<file path="config.mk">
export PLATFORM = sky130hd
export DESIGN_NAME = scsi_ctrl_host_bus_port
export DESIGN_NICKNAME = d
export VERILOG_FILES = /design/src/inc/host_port_pkg.sv /design/src/logic/scsi_ctrl_host_bus_port.sv
export SDC_FILE = /design/constraint.sdc
export NUM_CORES = 1
export LEC_CHECK = 0
export BUFFER_PORTS_ARGS = -buffer_cell sky130_fd_sc_hd__buf_2
export CAP_MARGIN = 20
export CORE_AREA = 4 4 272 208
export CTS_BUF_LIST = sky130_fd_sc_hd__clkbuf_4 sky130_fd_sc_hd__clkbuf_8
export DETAILED_ROUTE_END_ITERATION = 10
export DIE_AREA = 0 0 276 212
export SLEW_MARGIN = 5
export SYNTH_ARGS = -nofsm -noshare
export SYNTH_HDL_FRONTEND = slang
export SYNTH_SLANG_ARGS = --single-unit
</file>
<file path="constraint.sdc">
create_clock -name clk -period 3.9 [get_ports clk]
set_input_delay 0.975 -clock clk [delete_from_list [all_inputs] [get_ports clk]]
set_output_delay 0.975 -clock clk [all_outputs]
set_load 0.05 [all_outputs]
</file>
<file path="src/inc/host_port_pkg.sv">
`default_nettype none
package host_port_pkg;
    // ==========================================
    // clock and derived timing
    localparam int CLK_PERIOD_NS      = 50;
    localparam int CLK_LOW_NS         = 25;
    localparam int RESET_ECHO_MAX_NS  = 50;
    localparam int ALERT_CLEAR_MAX_NS = 100;
    localparam int SYNC_LATENCY_NS    = CLK_PERIOD_NS + CLK_LOW_NS;
    // least time: round up
    localparam int SYNC_LATENCY_CYC   =
        (SYNC_LATENCY_NS + CLK_PERIOD_NS - 1) / CLK_PERIOD_NS;
    // longest times: round down, the echo count never below one
    localparam int RESET_ECHO_CYC     =
        (RESET_ECHO_MAX_NS / CLK_PERIOD_NS < 1) ? 1 :
        RESET_ECHO_MAX_NS / CLK_PERIOD_NS;
    localparam int ALERT_CLEAR_CYC    = ALERT_CLEAR_MAX_NS / CLK_PERIOD_NS;

    // ==========================================
    // widths, depth, offsets, reset values
    localparam int DATA_W             = 8;
    localparam int SEL_W              = 4;
    localparam int FIFO_DEPTH         = 32;
    localparam int SYNC_STAGES        = 2;
    localparam logic [3:0] ISR_SELECT = 4'h5;
    localparam logic [7:0] DATA_RST   = 8'h00;
    localparam logic [3:0] SEL_RST    = 4'h0;
    localparam logic [1:0] HOLD_W_RST = 2'h0;
    localparam logic [1:0] HOLD_LOAD  = 2'(SYNC_LATENCY_CYC);
endpackage
`default_nettype wire

</file>
<file path="src/logic/scsi_ctrl_host_bus_port.sv">
`timescale 1ns/1ns
`default_nettype none
// ==========================================
// byte fifo between the dma write port and the scsi side
module byte_fifo #(
    parameter int WIDTH = 8,
    parameter int DEPTH = 32
) (
    input  wire logic             clk,
    input  wire logic             reset,
    input  wire logic [WIDTH-1:0] in_data,
    input  wire logic             in_valid,
    output logic                  in_ready,
    output logic      [WIDTH-1:0] out_data,
    output logic                  out_valid,
    input  wire logic             out_ready
);
    localparam int PW = $clog2(DEPTH);
    localparam int CW = $clog2(DEPTH + 1);
    localparam logic [CW-1:0] FULL_CNT = CW'(DEPTH);
    localparam logic [PW-1:0] LAST_PTR = PW'(DEPTH - 1);
    logic [WIDTH-1:0] mem [DEPTH];
    logic [PW-1:0]    wr_ptr_reg;
    logic [PW-1:0]    rd_ptr_reg;
    logic [CW-1:0]    count_reg;
    wire              push;
    wire              pop;
    // honest flags straight from the occupancy count
    assign in_ready  = (count_reg != FULL_CNT);
    assign out_valid = (count_reg != '0);
    assign push      = in_valid & in_ready;
    assign pop       = out_valid & out_ready;
    assign out_data  = mem[rd_ptr_reg];
    // storage has no reset, only the pointers and the count need one
    always_ff @(posedge clk) begin
        if (push) begin
            mem[wr_ptr_reg] <= in_data;
        end
    end
    // pointer wrap works for any depth, not just powers of two
    always_ff @(posedge clk) begin
        if (reset) begin
            wr_ptr_reg <= '0;
            rd_ptr_reg <= '0;
            count_reg  <= '0;
        end else begin
            if (push) begin
                wr_ptr_reg <= (wr_ptr_reg == LAST_PTR) ? '0 :
                              PW'(wr_ptr_reg + 1'b1);
            end
            if (pop) begin
                rd_ptr_reg <= (rd_ptr_reg == LAST_PTR) ? '0 :
                              PW'(rd_ptr_reg + 1'b1);
            end
            if (push && !pop) begin
                count_reg <= CW'(count_reg + 1'b1);
            end else if (pop && !push) begin
                count_reg <= CW'(count_reg - 1'b1);
            end
        end
    end
endmodule
// ==========================================
// two flop synchroniser for a bundle of pin inputs
module pin_sync #(
    parameter int WIDTH = 1,
    parameter logic [WIDTH-1:0] INIT = '0
) (
    input  wire logic             clk,
    input  wire logic             reset,
    input  wire logic [WIDTH-1:0] pin,
    output logic      [WIDTH-1:0] synced
);
    logic [WIDTH-1:0] meta_reg;
    // first stage feeds only the second stage
    always_ff @(posedge clk) begin
        if (reset) begin
            meta_reg <= INIT;
            synced   <= INIT;
        end else begin
            meta_reg <= pin;
            synced   <= meta_reg;
        end
    end
endmodule
// ==========================================
// Functional notes
// - reset echo output follows reset input
// - interrupt status read drops the alert
// - alert re-raise waits one sync latency
// - address latched when chip select asserts
// - write strobe either order, commit at end
// - read drive while select and strobe low
// - dma request held while fifo has room, dropped a cycle after each push
// - after full, re-request only grant inactive
// - dma write byte taken when cycle ends
module scsi_ctrl_host_bus_port
    import host_port_pkg::*;
#(
    parameter int DEPTH = FIFO_DEPTH
) (
    input  wire logic              clk,
    input  wire logic              reset,
    output logic                   reset_echo_out,
    input  wire logic              cs_n,
    input  wire logic              rd_n,
    input  wire logic              wr_n,
    input  wire logic [SEL_W-1:0]  reg_select,
    input  wire logic [DATA_W-1:0] db_in,
    output logic      [DATA_W-1:0] db_out,
    output logic                   db_oe,
    output logic                   int_n,
    input  wire logic              dma_grant_n,
    output logic                   dma_request,
    input  wire logic              dma_write_en,
    input  wire logic              irq_event,
    output logic      [SEL_W-1:0]  reg_addr,
    input  wire logic [DATA_W-1:0] reg_rd_data,
    output logic                   reg_rd_done,
    output logic                   reg_wr_pulse,
    output logic      [DATA_W-1:0] reg_wr_data,
    output logic      [DATA_W-1:0] scsi_data,
    output logic                   scsi_valid,
    input  wire logic              scsi_ready
);
    // ==========================================
    // pin synchronisers
    localparam int PINS_W = 4 + SEL_W + DATA_W;
    logic [PINS_W-1:0] pins_s;
    wire               cs_s;
    wire               rd_s;
    wire               wr_s;
    wire               grant_s;
    wire [SEL_W-1:0]   sel_s;
    wire [DATA_W-1:0]  db_s;
    // data and address ride with the strobes so they stay aligned
    pin_sync #(
        .WIDTH (PINS_W),
        .INIT  ({4'hf, SEL_RST, DATA_RST})
    ) u_sync (
        .clk    (clk),
        .reset  (reset),
        .pin    ({cs_n, rd_n, wr_n, dma_grant_n, reg_select, db_in}),
        .synced (pins_s)
    );
    // active high views of the synchronised strobes
    assign cs_s    = ~pins_s[PINS_W-1];
    assign rd_s    = ~pins_s[PINS_W-2];
    assign wr_s    = ~pins_s[PINS_W-3];
    assign grant_s = ~pins_s[PINS_W-4];
    assign sel_s   = pins_s[DATA_W +: SEL_W];
    assign db_s    = pins_s[DATA_W-1:0];
    // ==========================================
    // reset echo
    // one flop keeps the echo inside a single 50 ns period
    always_ff @(posedge clk) begin
        reset_echo_out <= reset;
    end
    // ==========================================
    // register access decode
    logic             cs_d_reg;
    logic             rd_act_reg;
    logic             wr_act_reg;
    logic [SEL_W-1:0] addr_reg;
    wire              cs_rise;
    wire              rd_act;
    wire              wr_act;
    wire              rd_end;
    wire              wr_end;
    wire              isr_hit;
    wire              isr_start;
    wire  [SEL_W-1:0] cur_addr;
    // an access is live only while select and its strobe overlap
    assign cs_rise   = cs_s & ~cs_d_reg;
    assign rd_act    = cs_s & rd_s;
    assign wr_act    = cs_s & wr_s;
    assign rd_end    = rd_act_reg & ~rd_act;
    assign wr_end    = wr_act_reg & ~wr_act;
    // the select edge may share its cycle with the first strobe
    assign cur_addr  = cs_rise ? sel_s : addr_reg;
    assign isr_hit   = (cur_addr == ISR_SELECT);
    assign isr_start = rd_act & ~rd_act_reg & isr_hit;
    // address taken on the select edge only, so a changed
    // address needs a fresh select cycle
    always_ff @(posedge clk) begin
        if (reset) begin
            addr_reg <= SEL_RST;
        end else if (cs_rise) begin
            addr_reg <= sel_s;
        end
    end
    // edge history of the decoded accesses
    always_ff @(posedge clk) begin
        if (reset) begin
            cs_d_reg   <= 1'b0;
            rd_act_reg <= 1'b0;
            wr_act_reg <= 1'b0;
        end else begin
            cs_d_reg   <= cs_s;
            rd_act_reg <= rd_act;
            wr_act_reg <= wr_act;
        end
    end
    assign reg_addr = addr_reg;
    // ==========================================
    // register write path
    logic [DATA_W-1:0] wdata_reg;
    logic              wr_pulse_reg;
    // keep sampling during the overlap; the last sample before
    // whichever strobe ends first is the one committed
    always_ff @(posedge clk) begin
        if (reset) begin
            wdata_reg    <= DATA_RST;
            wr_pulse_reg <= 1'b0;
        end else begin
            if (wr_act) begin
                wdata_reg <= db_s;
            end
            wr_pulse_reg <= wr_end;
        end
    end
    assign reg_wr_pulse = wr_pulse_reg;
    assign reg_wr_data  = wdata_reg;
    // ==========================================
    // register read path
    logic [DATA_W-1:0] rdata_reg;
    logic              oe_reg;
    logic              rd_done_reg;
    // drive follows the overlap, whichever edge comes first
    always_ff @(posedge clk) begin
        if (reset) begin
            rdata_reg   <= DATA_RST;
            oe_reg      <= 1'b0;
            rd_done_reg <= 1'b0;
        end else begin
            rdata_reg   <= reg_rd_data;
            oe_reg      <= rd_act;
            rd_done_reg <= rd_end;
        end
    end
    assign db_out      = rdata_reg;
    assign db_oe       = oe_reg;
    assign reg_rd_done = rd_done_reg;
    // ==========================================
    // interrupt alert
    logic       pending_reg;
    logic       alert_reg;
    logic [1:0] hold_reg;
    logic [1:0] hold_next;
    wire        isr_reading;
    wire        pending_next;
    wire        alert_next;
    // a new event in the clearing cycle survives: set wins
    assign isr_reading  = rd_act & isr_hit;
    assign pending_next = irq_event | (pending_reg & ~isr_start);
    // the hold-off starts as the status read ends
    assign hold_next = (rd_end & rd_act_reg & isr_hit) ? HOLD_LOAD :
                       (hold_reg != HOLD_W_RST) ?
                       2'(hold_reg - 1'b1) : HOLD_W_RST;
    // alert stays down while reading and during the hold-off
    assign alert_next = pending_next & ~isr_reading &
                        (hold_next == HOLD_W_RST);
    always_ff @(posedge clk) begin
        if (reset) begin
            pending_reg <= 1'b0;
            alert_reg   <= 1'b0;
            hold_reg    <= HOLD_W_RST;
        end else begin
            pending_reg <= pending_next;
            alert_reg   <= alert_next;
            hold_reg    <= hold_next;
        end
    end
    assign int_n = ~alert_reg;
    // ==========================================
    // dma write path
    logic              dma_act_reg;
    logic [DATA_W-1:0] dma_data_reg;
    logic              push_reg;
    logic              req_reg;
    wire               dma_act;
    wire               dma_end;
    wire               fifo_ready;
    wire               req_next;
    // grant and strobe may come in either order
    assign dma_act = grant_s & wr_s & dma_write_en;
    assign dma_end = dma_act_reg & ~dma_act;
    always_ff @(posedge clk) begin
        if (reset) begin
            dma_act_reg  <= 1'b0;
            dma_data_reg <= DATA_RST;
            push_reg     <= 1'b0;
        end else begin
            dma_act_reg <= dma_act;
            if (dma_act) begin
                dma_data_reg <= db_s;
            end
            push_reg <= dma_end;
        end
    end
    // request drops for a cycle after each push and while the fifo is full; once dropped it returns
    // only with the grant released, never inside a half-done cycle
    assign req_next = dma_write_en & fifo_ready &
                      ~push_reg &
                      (req_reg | ~grant_s);
    always_ff @(posedge clk) begin
        if (reset) begin
            req_reg <= 1'b0;
        end else begin
            req_reg <= req_next;
        end
    end
    assign dma_request = req_reg;
    // ==========================================
    // fifo toward the scsi side
    // a byte pushed while full is dropped; the request
    // handshake is what keeps the controller from doing that
    byte_fifo #(
        .WIDTH (DATA_W),
        .DEPTH (DEPTH)
    ) u_fifo (
        .clk       (clk),
        .reset     (reset),
        .in_data   (dma_data_reg),
        .in_valid  (push_reg),
        .in_ready  (fifo_ready),
        .out_data  (scsi_data),
        .out_valid (scsi_valid),
        .out_ready (scsi_ready)
    );
endmodule
`default_nettype wire
</file>
==> summary.log <==
qor: worst_setup_path.critical_path.max_stage_delay 0.58 ns
qor: power.power_frac_comb 13.4%
qor: global_routing.grt_start_max_net_pins 43
qor: worst_setup_path.rr_startpoint u_fifo.count_reg[0]
qor: timing.fmax 0.268 GHz
qor: place.preCtsSetupSlack 0.607 ns
qor: routing.totalWireLength 30.3 mm
qor: clock_tree.cts.clk_slew.worst_paths 0.06 ns
qor: finish.top_library_cells_by_usage_in_the_layout_fill_and_taps_aside sky130_fd_sc_hd__edfxtp_1, sky130_fd_sc_hd__dfxtp_1, sky130_fd_sc_hd__mux2i_1, sky130_fd_sc_hd__buf_2, sky130_fd_sc_hd__clkbuf_8
qor: synth.share_of_synthesized_cell_area_in_full_adder_half_adder_and_majority_cells 1.27%
qor: die.fp.dieH 212 microns
qor: timing.grt_setup_unrepaired false
qor: worst_setup_path.rr_worst_depth 10
qor: global_routing.grt_first_pass_wirelength 46.0 mm
qor: worst_hold_path.whs_endpoint u_sync.synced[12]
qor: synth.synth-simple-area-share 7.97%
qor: timing.setup-tns-final 0 ns
qor: finish.seqCellArea 9570 sq um
qor: die.fp.dieArea 58500 sq um
qor: worst_setup_path.chain_of_cells_forming_the_critical_path buf_4 > mux4_1 > a22o_1 > a221oi_1 > nand3_1 > buf_2
qor: finish.fillerInstances 5362
qor: worst_setup_path.crit_type reg2out
qor: synth.async_set_or_reset_flop_fraction_in_the_synthesized_netlist 0%
qor: synth.post_synth_main_area_contributors sky130_fd_sc_hd__edfxtp_1, sky130_fd_sc_hd__dfxtp_1, sky130_fd_sc_hd__mux2i_1
qor: synth.synth.yosys.seq_area_share 71.7%
qor: die.core 53900 sq um
qor: power.cell_internal_pwr 6110 uW
qor: timing.transition_time_of_the_tightest_slew_check_pin 1.08 ns
qor: worst_setup_path.worstPathMaxFanout 11
qor: synth.yosysWarnings 0
qor: clock_tree.clock_latency_of_the_later_clocked_register_in_the_worst_skew_pair 0.67 ns
qor: clock_tree.cts.hold.buffers_added 0
qor: clock_tree.htreeDepth 2
qor: clock_tree.cts.path.max_buffers 3
qor: worst_hold_path.whs_path_depth 1
qor: die.io_pins 64
qor: finish.share_of_cells_above_drive_strength_1 21.7%
qor: timing.min_period 3.73 ns
qor: synth.synthesis.nets 870
qor: synth.main_combinational_cell_family_by_area_after_synthesis multiplexers
qor: synth.ys.flop_type sky130_fd_sc_hd__edfxtp_1
qor: power.sw_frac_of_total 27.0%
qor: power.power.leakage 0.00513 uW
qor: place.port_buffers 63
qor: run.drv_cap 0
qor: finish.number_of_flip_flops_in_the_largest_register 256
qor: finish.multi_input_logic_area 3560 sq um
qor: timing.timing.final.setup_violations 0
qor: worst_setup_path.critPathArrivalTime 2.76 ns
qor: synth.netlist.area_leader.share 57.6%
qor: routing.drt-vias-per-instance 4.37
qor: global_routing.first_global_vias 7503
qor: die.chipWidth 276 microns
qor: power.fin_total_pwr 8380 uW
qor: worst_setup_path.end_kind output pin
qor: worst_setup_path.required 2.92 ns
qor: timing.max_slew_margin 27.4%
qor: power.p_sw 2260 uW
qor: synth.post_synth_mux_area_share 11.5%
qor: place.place.gp.congestion 0.822
qor: finish.layout-area-overhead-vs-synth 18.4%
qor: routing.detail_route.iter0.violations 511
qor: synth.synth-seq-cells 350
qor: synth.synth-edff-count 256
qor: clock_tree.cts_sink_cnt 350
qor: power.power.share.clock 37.8%
qor: synth.netlist.top_cell.by_area sky130_fd_sc_hd__edfxtp_1
qor: worst_setup_path.critPathLaunchType flip-flop
qor: power.power-per-cell-area 530 nW/um^2
qor: routing.avgRoutedWirePerCell 17.8 microns
qor: worst_setup_path.setup.reg_to_reg.worst_slack 0.58 ns
qor: synth.synth_xor_area_share 0.197%
qor: global_routing.grt_antenna_before_repair 1
qor: place.post-dp-hpwl 19.3 mm
qor: timing.finalHoldViolations 0
qor: die.core.rowCount 74
qor: global_routing.gr-total-overflow 0
qor: clock_tree.cts_root_buffer sky130_fd_sc_hd__clkbuf_8
qor: timing.fin_crit_sh 95.7%
qor: finish.antenna_cells 0
qor: routing.drc_errors 0
qor: finish.nNetsFinal 974
qor: synth.synth_area_per_cell 16.1 sq um
qor: synth.netlist_instances 828
qor: synth.synth-compound-area-share 5.62%
qor: clock_tree.tritoncts yes
qor: routing.final_antenna_net_count 0
qor: finish.fin_cells 1700
qor: power.power.sequential.fraction 48.8%
qor: synth.yosysUniqueCellTypes 57
qor: timing.max_slew_vio_count 0
qor: finish.final_common_cell sky130_fd_sc_hd__edfxtp_1
qor: synth.netlist_area 13400 sq um
qor: worst_setup_path.crit_slowest_cell sky130_fd_sc_hd__mux4_1
qor: routing.vias 7436
qor: place.placed_cells 1593
qor: clock_tree.cts_made_buffers 56
qor: worst_setup_path.worst_r2r_endpoint u_fifo.count_reg[5]
qor: timing.fin_skew 0.0678 ns
qor: run_status.run_status complete, no violations
qor: worst_hold_path.timing.hold.worst.class reg2reg
qor: routing.firstDrtPassIters 5
qor: power.worst_ir_drop_vdd 0.259 mV
qor: die.effective_utilization_at_floorplan 24.8%
qor: global_routing.grt_util_all_layers 10.3%
qor: timing.setup_slack 0.166 ns
qor: worst_hold_path.hold_path_startpoint u_sync.meta_reg[12]
## power groups by stage
stage / logic [uW] / registers, uW / clock network [uW]
after floorplan: 852 / 4160 / 0
after CTS: 1130 / 4090 / 3280
final: 1120 / 4090 / 3170
after global placement: 1120 / 4170 / 0
after detailed placement: 1130 / 4170 / 0
after global routing: 1210 / 4100 / 3450
## routing by layer
metal / global-route usage, % / part of all wire (%)
met1: 13.9 / 45
met2: 15.9 / 46
met3: 3.04 / 7.5
met4: 3.30 / 2.0
met5: 0 / 0
## metrics by stage
stage	hold slack, ns	utilization, %	instance area, sq um
global route	0.429	29.3	15800
detailed placement	0.389	27.1	14600
floorplan	0.383	-	13400
global placement	0.389	27.0	14600
CTS	0.403	29.3	15800
finish	0.400	29.3	15800
## layout make-up
class                      count  area share [%]
sequential                   350            60.5
multi-input combinational    429            22.5
clock buffer                  73            5.72
tap                          722            5.71
timing repair buffer          89            3.82
clock inverter                31            1.53
inverter                       6           0.158
## kinds of logic after synthesis
| logic type | after synthesis |
|---|---|
| AOI/OAI and AO/OA | 108 |
| xor gates and xnor gates | 3 |
| adders and majority gates | 13 |
| buffers and inverters | 49 |
| DFF | 350 |
| muxes | 108 |
| and+or+nand+nor | 197 |
## synth_stat cells, types with 4 or more instances
| master | instances |
|---|---|
| sky130_fd_sc_hd__mux4_1 | 14 |
| sky130_fd_sc_hd__mux4_2 | 18 |
| sky130_fd_sc_hd__buf_1 | 5 |
| sky130_fd_sc_hd__a21oi_1 | 26 |
| sky130_fd_sc_hd__dfxtp_1 | 94 |
| sky130_fd_sc_hd__edfxtp_1 | 256 |
| sky130_fd_sc_hd__and3_1 | 4 |
| sky130_fd_sc_hd__nand2_1 | 24 |
| sky130_fd_sc_hd__ha_1 | 12 |
| sky130_fd_sc_hd__a22o_1 | 8 |
| sky130_fd_sc_hd__nand2_4 | 4 |
| sky130_fd_sc_hd__buf_2 | 10 |
| sky130_fd_sc_hd__nand3b_1 | 5 |
| sky130_fd_sc_hd__nor3b_1 | 5 |
| sky130_fd_sc_hd__or2_1 | 8 |
| sky130_fd_sc_hd__nand3_1 | 27 |
| sky130_fd_sc_hd__a221oi_1 | 7 |
| sky130_fd_sc_hd__inv_1 | 5 |
| sky130_fd_sc_hd__or3_1 | 4 |
| sky130_fd_sc_hd__o21ai_1 | 17 |
| sky130_fd_sc_hd__mux2i_1 | 74 |
| sky130_fd_sc_hd__nor2_1 | 56 |
| sky130_fd_sc_hd__clkbuf_1 | 24 |
| sky130_fd_sc_hd__a22oi_1 | 32 |
| sky130_fd_sc_hd__nor2b_1 | 37 |
## what timing repair did
action                                  in CTS  in global routing
hold endpoints to repair                     0                  0
endpoints found under the setup margin       1                  1
gates resized for setup                      0                  1
buffers inserted                             1                  0
## worst max-delay path, delay by kind of cell (launching register included)
kind / cells / cell delay, ns
AO/OA/AOI/OAI: 2 / 0.52
buffers and inverters: 2 / 0.48
flip-flops: 1 / 0.37
multiplexers: 1 / 0.58
AND/OR/NAND/NOR: 1 / 0.16
## how the worst max path moves through the flow
stage                     cells past startpoint  slack (ns)                 from                  end
after CTS                                     6        0.03            flip-flop         scsi_data[0]
after global placement                       10        0.67  u_fifo.count_reg[0]  u_fifo.count_reg[5]
after floorplan                              10        0.90  u_fifo.count_reg[0]  u_fifo.count_reg[5]
after detailed placement                     10        0.61  u_fifo.count_reg[0]  u_fifo.count_reg[5]
final                                         6        0.17            flip-flop         scsi_data[7]
after global routing                          6        0.01            flip-flop         scsi_data[7]
No activity file was read; power rests on OpenSTA's default activity.
